--- config.mk ---
export PLATFORM = sky130hd
export DESIGN_NAME = pct_timer
export DESIGN_NICKNAME = d
export VERILOG_FILES = /design/src/rtl/pct_pkg.sv /design/src/rtl/pct_prescale_sel.sv /design/src/rtl/pct_timer.sv
export SDC_FILE = /design/constraint.sdc
export NUM_CORES = 1
export LEC_CHECK = 0
export ABC_AREA = 0
export BUFFER_PORTS_ARGS = -buffer_cell sky130_fd_sc_hd__buf_2
export CAP_MARGIN = 10
export CORE_MARGIN = 1
export CORE_UTILIZATION = 45
export CTS_CLUSTER_DIAMETER = 80
export DETAILED_ROUTE_END_ITERATION = 10
export PLACE_DENSITY = 0.74
export REMOVE_ABC_BUFFERS = 1
export SYNTH_ARGS = -nofsm -noshare
export SYNTH_HDL_FRONTEND = slang
export SYNTH_HIERARCHICAL = 1
export SYNTH_SLANG_ARGS = --single-unit
--- constraint.sdc ---
create_clock -name pclk -period 2.4 [get_ports pclk]
set_input_delay 0.24 -clock pclk [delete_from_list [all_inputs] [get_ports pclk]]
set_output_delay 0.24 -clock pclk [all_outputs]
set_load 0.02 [all_outputs]
--- src/rtl/pct_pkg.sv ---
package pct_pkg;
	// Register byte offsets on the APB word grid.
	localparam logic [7:0] PCT_COUNT_OFS = 8'h00;
	localparam logic [7:0] PCT_PERIOD_OFS = 8'h04;
	localparam logic [7:0] PCT_CTRL_OFS = 8'h08;
	localparam logic [7:0] PCT_MODE_OFS = 8'h0c;

	// Field positions in timer_control.
	localparam int PCT_SOFT_BIT = 11;
	localparam int PCT_FREE_BIT = 10;
	localparam int PCT_PCNT_MSB = 9;
	localparam int PCT_PCNT_LSB = 6;
	localparam int PCT_RELOAD_BIT = 5;
	localparam int PCT_STOP_BIT = 4;
	localparam int PCT_DDR_MSB = 3;
	localparam int PCT_DDR_LSB = 0;

	// Field position in timer_prescale_mode_control.
	localparam int PCT_MODE_BIT = 12;

	// Reset values.
	localparam logic [15:0] PCT_COUNT_RST = 16'hffff;
	localparam logic [15:0] PCT_PERIOD_RST = 16'hffff;
	localparam logic [15:0] PCT_PRE_RST = 16'h0000;
	localparam logic [3:0] PCT_DDR_RST = 4'h0;
	localparam logic PCT_MODE_RST = 1'b0;
	localparam logic PCT_STOP_RST = 1'b0;

	// Indirect table top entry; lower codes halve it.
	localparam logic [15:0] PCT_TABLE_TOP = 16'hffff;
	localparam logic [3:0] PCT_TABLE_LAST = 4'hf;
endpackage : pct_pkg

--- src/rtl/pct_prescale_sel.sv ---
`timescale 1ns/10ps
module pct_prescale_sel (
	// Mode and selector.
	input wire logic mode_indirect,
	input wire logic [3:0] divide_down_field,
	// Value loaded into the prescaler counter.
	output logic [15:0] reload_value
);
	// Direct mode reloads the 4-bit field itself; indirect mode picks a
	// table entry of 2^(code+1)-1, so 1110 gives 7fff and 1111 gives ffff.
	always_comb begin
		if (mode_indirect) begin
			reload_value = pct_pkg::PCT_TABLE_TOP >> (pct_pkg::PCT_TABLE_LAST - divide_down_field);
		end else begin
			reload_value = {12'h000, divide_down_field};
		end
	end
endmodule : pct_prescale_sel

--- src/rtl/pct_timer.sv ---
// Our own choices: the address map and register access over APB.
`timescale 1ns/10ps
module pct_timer (
	// APB clock and reset.
	input wire logic pclk,
	input wire logic presetn,
	// APB slave.
	input wire logic psel,
	input wire logic penable,
	input wire logic pwrite,
	input wire logic [7:0] paddr,
	input wire logic [31:0] pwdata,
	input wire logic [3:0] pstrb,
	output logic [31:0] prdata,
	output logic pready,
	output logic pslverr,
	// Debugger breakpoint level from outside the clock domain.
	input wire logic debug_halt,
	// Timer events.
	output logic expiry_interrupt,
	output logic expiry_output_pin
);
	// Decodes whether an address names one of the four registers.
	function automatic logic pct_mapped(input logic [7:0] a);
		pct_mapped = (a == pct_pkg::PCT_COUNT_OFS) || (a == pct_pkg::PCT_PERIOD_OFS) ||
			(a == pct_pkg::PCT_CTRL_OFS) || (a == pct_pkg::PCT_MODE_OFS);
	endfunction : pct_mapped

	logic [15:0] count_value_reg, count_value_next;
	logic [15:0] period_value_reg, period_value_next;
	logic [15:0] pre_reg, pre_next;
	logic [3:0] divide_down_reg, divide_down_next;
	logic stop_status_reg, stop_status_next;
	logic free_run_reg, free_run_next;
	logic soft_stop_reg, soft_stop_next;
	logic prescale_mode_reg, prescale_mode_next;
	logic irq_reg, irq_next;
	logic pin_reg, pin_next;
	logic [31:0] prdata_reg, prdata_next;
	logic pready_reg, pready_next;
	logic pslverr_reg, pslverr_next;
	logic dbg_s1_reg, dbg_s2_reg, dbg_s3_reg, dbg_reg, dbg_next;
	logic [15:0] pre_reload;
	logic apb_wr;
	logic wr_count, wr_period, wr_ctrl, wr_mode;
	logic reload_strobe_bit;
	logic dbg_freeze, run, tick;
	logic [15:0] ctrl_view, mode_view, pcnt_view;

	// Prescaler reload value for the current mode and selector.
	pct_prescale_sel u_sel (
		.mode_indirect(prescale_mode_reg),
		.divide_down_field(divide_down_reg),
		.reload_value(pre_reload)
	);

	// Register views; reserved bits are tied to zero here.
	always_comb begin
		pcnt_view = prescale_mode_reg ? 16'h0000 : pre_reg;
		ctrl_view = 16'h0000;
		ctrl_view[pct_pkg::PCT_SOFT_BIT] = soft_stop_reg;
		ctrl_view[pct_pkg::PCT_FREE_BIT] = free_run_reg;
		ctrl_view[pct_pkg::PCT_PCNT_MSB:pct_pkg::PCT_PCNT_LSB] = pcnt_view[3:0];
		ctrl_view[pct_pkg::PCT_STOP_BIT] = stop_status_reg;
		ctrl_view[pct_pkg::PCT_DDR_MSB:pct_pkg::PCT_DDR_LSB] = divide_down_reg;
		mode_view = 16'h0000;
		mode_view[pct_pkg::PCT_MODE_BIT] = prescale_mode_reg;
	end

	// A write lands only at the access edge with pready high.
	assign apb_wr = psel && penable && pready_reg && pwrite;
	assign wr_count = apb_wr && (paddr == pct_pkg::PCT_COUNT_OFS);
	assign wr_period = apb_wr && (paddr == pct_pkg::PCT_PERIOD_OFS);
	assign wr_ctrl = apb_wr && (paddr == pct_pkg::PCT_CTRL_OFS);
	assign wr_mode = apb_wr && (paddr == pct_pkg::PCT_MODE_OFS);
	assign reload_strobe_bit = wr_ctrl && pwdata[pct_pkg::PCT_RELOAD_BIT];

	// APB answer: pready rises one cycle after setup, so every access has
	// exactly one access cycle; read data is captured with it.
	always_comb begin
		pready_next = psel && !penable;
		pslverr_next = 1'b0;
		prdata_next = 32'h0000_0000;
		if (psel && !penable) begin
			pslverr_next = !pct_mapped(paddr);
			if (!pwrite) begin
				unique case (paddr)
					pct_pkg::PCT_COUNT_OFS: prdata_next = {16'h0000, count_value_reg};
					pct_pkg::PCT_PERIOD_OFS: prdata_next = {16'h0000, period_value_reg};
					pct_pkg::PCT_CTRL_OFS: prdata_next = {16'h0000, ctrl_view};
					pct_pkg::PCT_MODE_OFS: prdata_next = {16'h0000, mode_view};
					default: prdata_next = 32'h0000_0000;
				endcase
			end
		end
	end

	always_ff @(posedge pclk or negedge presetn) begin
		if (!presetn) begin
			pready_reg <= 1'b0;
			pslverr_reg <= 1'b0;
			prdata_reg <= 32'h0000_0000;
		end else begin
			pready_reg <= pready_next;
			pslverr_reg <= pslverr_next;
			prdata_reg <= prdata_next;
		end
	end

	assign pready = pready_reg;
	assign pslverr = pslverr_reg;
	assign prdata = prdata_reg;

	// The breakpoint level is asynchronous; a change counts only once the
	// second and third stages agree, which filters a single-cycle glitch.
	always_comb begin
		dbg_next = (dbg_s2_reg == dbg_s3_reg) ? dbg_s3_reg : dbg_reg;
	end

	always_ff @(posedge pclk or negedge presetn) begin
		if (!presetn) begin
			dbg_s1_reg <= 1'b0;
			dbg_s2_reg <= 1'b0;
			dbg_s3_reg <= 1'b0;
			dbg_reg <= 1'b0;
		end else begin
			dbg_s1_reg <= debug_halt;
			dbg_s2_reg <= dbg_s1_reg;
			dbg_s3_reg <= dbg_s2_reg;
			dbg_reg <= dbg_next;
		end
	end

	// Soft stop freezes only once the counter sits at zero, before the
	// reload, so the debugger sees the exhausted state.
	assign dbg_freeze = dbg_reg && !free_run_reg &&
		(!soft_stop_reg || (count_value_reg == 16'h0000));
	assign run = !stop_status_reg && !dbg_freeze;
	assign tick = run && (pre_reg == 16'h0000);

	// Timer state. Software writes take priority over counting in the
	// same cycle, so a written value is never lost to a decrement.
	always_comb begin
		count_value_next = count_value_reg;
		period_value_next = period_value_reg;
		pre_next = pre_reg;
		divide_down_next = divide_down_reg;
		stop_status_next = stop_status_reg;
		free_run_next = free_run_reg;
		soft_stop_next = soft_stop_reg;
		prescale_mode_next = prescale_mode_reg;
		irq_next = 1'b0;
		pin_next = 1'b0;
		if (run) begin
			if (pre_reg == 16'h0000) begin
				pre_next = pre_reload;
				if (count_value_reg == 16'h0000) begin
					count_value_next = period_value_reg;
					irq_next = 1'b1;
					pin_next = 1'b1;
				end else begin
					count_value_next = count_value_reg - 16'h0001;
				end
			end else begin
				pre_next = pre_reg - 16'h0001;
			end
		end
		if (wr_count) begin
			count_value_next = pwdata[15:0];
		end
		if (wr_period) begin
			period_value_next = pwdata[15:0];
		end
		if (wr_mode) begin
			prescale_mode_next = pwdata[pct_pkg::PCT_MODE_BIT];
		end
		if (wr_ctrl) begin
			soft_stop_next = pwdata[pct_pkg::PCT_SOFT_BIT];
			free_run_next = pwdata[pct_pkg::PCT_FREE_BIT];
			stop_status_next = pwdata[pct_pkg::PCT_STOP_BIT];
			divide_down_next = pwdata[pct_pkg::PCT_DDR_MSB:pct_pkg::PCT_DDR_LSB];
			if (!prescale_mode_reg) begin
				pre_next = {12'h000, pwdata[pct_pkg::PCT_PCNT_MSB:pct_pkg::PCT_PCNT_LSB]};
			end
		end
		if (reload_strobe_bit) begin
			count_value_next = period_value_reg;
			pre_next = pre_reload;
		end
	end

	always_ff @(posedge pclk or negedge presetn) begin
		if (!presetn) begin
			count_value_reg <= pct_pkg::PCT_COUNT_RST;
			period_value_reg <= pct_pkg::PCT_PERIOD_RST;
			pre_reg <= pct_pkg::PCT_PRE_RST;
			divide_down_reg <= pct_pkg::PCT_DDR_RST;
			stop_status_reg <= pct_pkg::PCT_STOP_RST;
			free_run_reg <= 1'b0;
			soft_stop_reg <= 1'b0;
			prescale_mode_reg <= pct_pkg::PCT_MODE_RST;
			irq_reg <= 1'b0;
			pin_reg <= 1'b0;
		end else begin
			count_value_reg <= count_value_next;
			period_value_reg <= period_value_next;
			pre_reg <= pre_next;
			divide_down_reg <= divide_down_next;
			stop_status_reg <= stop_status_next;
			free_run_reg <= free_run_next;
			soft_stop_reg <= soft_stop_next;
			prescale_mode_reg <= prescale_mode_next;
			irq_reg <= irq_next;
			pin_reg <= pin_next;
		end
	end

	assign expiry_interrupt = irq_reg;
	assign expiry_output_pin = pin_reg;
endmodule : pct_timer

==> results.yml <==
critical_path:
  arrival_ns: 2.66
  worstSetupEndpointType: "flip-flop"
  startpoint_type: "flip-flop"
  critPathRequiredTime_ns: 2.70
  crit_fanout: 5
  worstSetupPathType: "flip-flop to flip-flop"
routing:
  ant_nets: 0
  drc_errors: 0
  wl_per_cell_um: 18.3
  dr.pass1.iters: 4
  drt_iter0_markers: 317
  vias: 4433
  viasPerCell: 5.82
  wirelength_um: 14000
power_and_ir_drop:
  power.density_nw_per_um2: 508
  leakage_uw: 0.00252
  peakVddDrop_mv: 0.408
cts:
  h-tree-depth: 3
  root_buffer: "clkbuf_8"
  clk_pin_slew_ns: 0.09
  clockBufferDepth: 2
  cts_tree: "done"
  clk_latency_ns: 0.38
  clock_sinks: 79
  cts_made_buffers: 9
sta:
  tightest_slew_ns: 0.857
  maxSlewViolCount: 0
  setup-tns-final_ns: 0
  period_share: 0.982
  hold_viol: 39
  setup-violations-final: 0
  fmax_mhz: 424
  rsz0062_at_grt: "yes"
  timing.hold.ws_ns: -0.0254
  finClkSkew_ns: 0.0129
  fin_crit_ns: 2.36
  maxSlewHeadroom: 0.428
layout:
  nets: 675
  fillerInstances: 965
  drive_above_1_share: 0.308
  post-route-util: 0.555
  area_growth_pct: 18.6
  n_antenna_cell: 0
floorplanning:
  placementRows: 37
  dieArea_um2: 11200
  chipWidth_um: 106
  io_pins: 86
  die_h_um: 106
  start_util: 0.468
  core_um2: 10400
outcome:
  outcome: "finished, violations left"
  failed_checks: "hold timing"
synthesis:
  synth_warnings: 6
  yosys.cell_types.count: 70
  netlist_area_um2: 4870
  ys_ff_latch: 79
  ys_async_sr_fraction: 1.00
  synth.avg_cell_area_um2: 9.01
  syn_inst: 541
  synth_top_flop_cell: "dfrtp_1"
  seq_area_frac_synth: 0.414
  synth_edf_count: 0
global_routing:
  grt_pass1_vias: 4438
  grt-ovfl-total: 0
  antenna_found_initial: 0
  grt_start_max_net_pins: 69
  globalRouteTotalUtil: 0.258
  grt_pass1_wl_um: 22300
place:
  gp_congestion: 0.957
  port-buffer-count: 49
  dp_hpwl_um: 9720
worst_hold_path:
  hold_class: "input pin to asynchronous set/reset pin"
flow_run:
  cap_violations: 0
==> power breakdown <==
group | total (uW) | internal [uW] | switching [uW]
Combinational | 518 | 220 | 298
Clock | 943 | 386 | 557
Sequential | 1480 | 1410 | 68.6
==> through the flow <==
stage                     power [uW]  hold WS [ns]  cells  setup WS [ns]  cell area (um2)
after floorplan                 1790       -0.0556    512         -0.445             4670
after global placement          1990         0.341    741         0.0373             5440
after detailed placement        2010         0.342    741        -0.0170             5440
after CTS                       2940       0.00728    758         0.0224             5650
after global routing            3070        0.0472    762        -0.0331             5780
final                           2940       -0.0254    762         0.0426             5780
==> cell usage after synthesis (all sizes together), types with 5 or more instances <==
library cell	number	area share
a21oi	29	0.030
buf	28	0.040
a211oi	7	0.013
nand2	59	0.046
mux2	19	0.044
o211ai	6	0.0092
o31ai	8	0.014
dfrtp	47	0.24
clkbuf	16	0.012
o21ai	30	0.032
dfstp	32	0.17
nand3	8	0.0082
xor2	7	0.013
and4	5	0.0090
o22ai	5	0.0064
a31oi	14	0.018
mux2i	27	0.055
nor2	76	0.062
nor3	19	0.021
inv	15	0.012
nand2b	8	0.010
nor4	9	0.018
nand4	9	0.012
==> routing by layer <==
metal,GRT usage,up-vias,share of wire
met2,0.434,161,0.49
met4,0.125,0,0.033
li1,-,2076,-
met1,0.315,2159,0.42
met5,0,-,0
met3,0.0527,37,0.057
==> critical path, stage by stage, from the launching register on <==
cell,delay [ns]
dfrtp_1,0.43
or4_1,0.57
buf_4,0.19
nor3_2,0.16
nand2_2,0.17
o211ai_1,0.23
buf_4,0.19
clkbuf_16,0.15
nor2_1,0.03
a31oi_1,0.15
==> final timing paths <==
path / cells after the start / from / slack [ns] / endpoint
max: 9 / pre_reg[10]$_DFF_PN0_ / 0.04 / count_value_reg[11]$_DFFE_PN1P_
min: 1 / presetn / -0.03 / pre_reg[10]$_DFF_PN0_
max reg2reg: 9 / pre_reg[10]$_DFF_PN0_ / 0.04 / count_value_reg[11]$_DFFE_PN1P_
min reg2reg: 0 / dbg_s1_reg$_DFF_PN0_ / 0.37 / dbg_s2_reg$_DFF_PN0_
max in group asynchronous: 2 / presetn / 1.70 / count_value_reg[4]$_DFFE_PN1P_
min in group pclk: 3 / pwdata[0] / 0.09 / divide_down_reg[0]$_DFFE_PN0P_
==> cell type report <==
cell class	count	area, um2	area share
Multi-Input combinational cell	418	2680	0.463
Inverter	15	56.3	0.00975
Timing Repair Buffer	98	677	0.117
Tap cell	136	170	0.0295
Clock buffer	9	124	0.0214
Sequential cell	79	2020	0.349
Clock inverter	7	56.3	0.00975
==> cell families after synthesis <==
| group | count (synthesis) | synth area share |
|---|---|---|
| AOI/OAI and AO/OA | 126 | 0.171 |
| xor gates and xnor gates | 9 | 0.0162 |
| adders and majority gates | 5 | 0.0123 |
| buffers and inverters | 59 | 0.0642 |
| DFF | 79 | 0.414 |
| muxes | 46 | 0.0994 |
| other | 1 | 0.000770 |
| and+or+nand+nor | 216 | 0.222 |
==> layout by cell type, fill, tap and decap left out, types with 4 or more instances in the layout <==
| cell type | netlist | final |
|---|---|---|
| o21ai_0 | 18 | 17 |
| inv_1 | 15 | 15 |
| o31ai_1 | 6 | 6 |
| and4_1 | 5 | 4 |
| xor2_1 | 7 | 7 |
| buf_2 | 7 | 48 |
| nand2b_1 | 8 | 8 |
| a21o_1 | 4 | 4 |
| a211oi_1 | 5 | 5 |
| mux2i_1 | 27 | 27 |
| nand3_1 | 8 | 8 |
| nor3_1 | 18 | 17 |
| o21ai_1 | 10 | 11 |
| o211ai_1 | 6 | 6 |
| a21oi_1 | 29 | 28 |
| o22ai_1 | 5 | 5 |
| nor4_1 | 5 | 5 |
| a31oi_1 | 14 | 14 |
| nand4_1 | 9 | 9 |
| buf_4 | 18 | 44 |
| nor2_1 | 74 | 74 |
| mux2_2 | 19 | 19 |
| clkbuf_8 | 0 | 9 |
| nand2_1 | 58 | 57 |
| conb_1 | 1 | 16 |
| dfrtp_1 | 47 | 47 |
| dfstp_2 | 32 | 32 |
==> repair_timing <==
item,4_1_cts,5_1_grt
gates resized for setup,3,18
pin swaps,0,6
endpoints found under the setup margin,9,24
endpoints found under the hold margin,1,0
buffers inserted,0,1
hold buffers,1,0
cloned,0,3
Power figures use the tool's default switching activity.
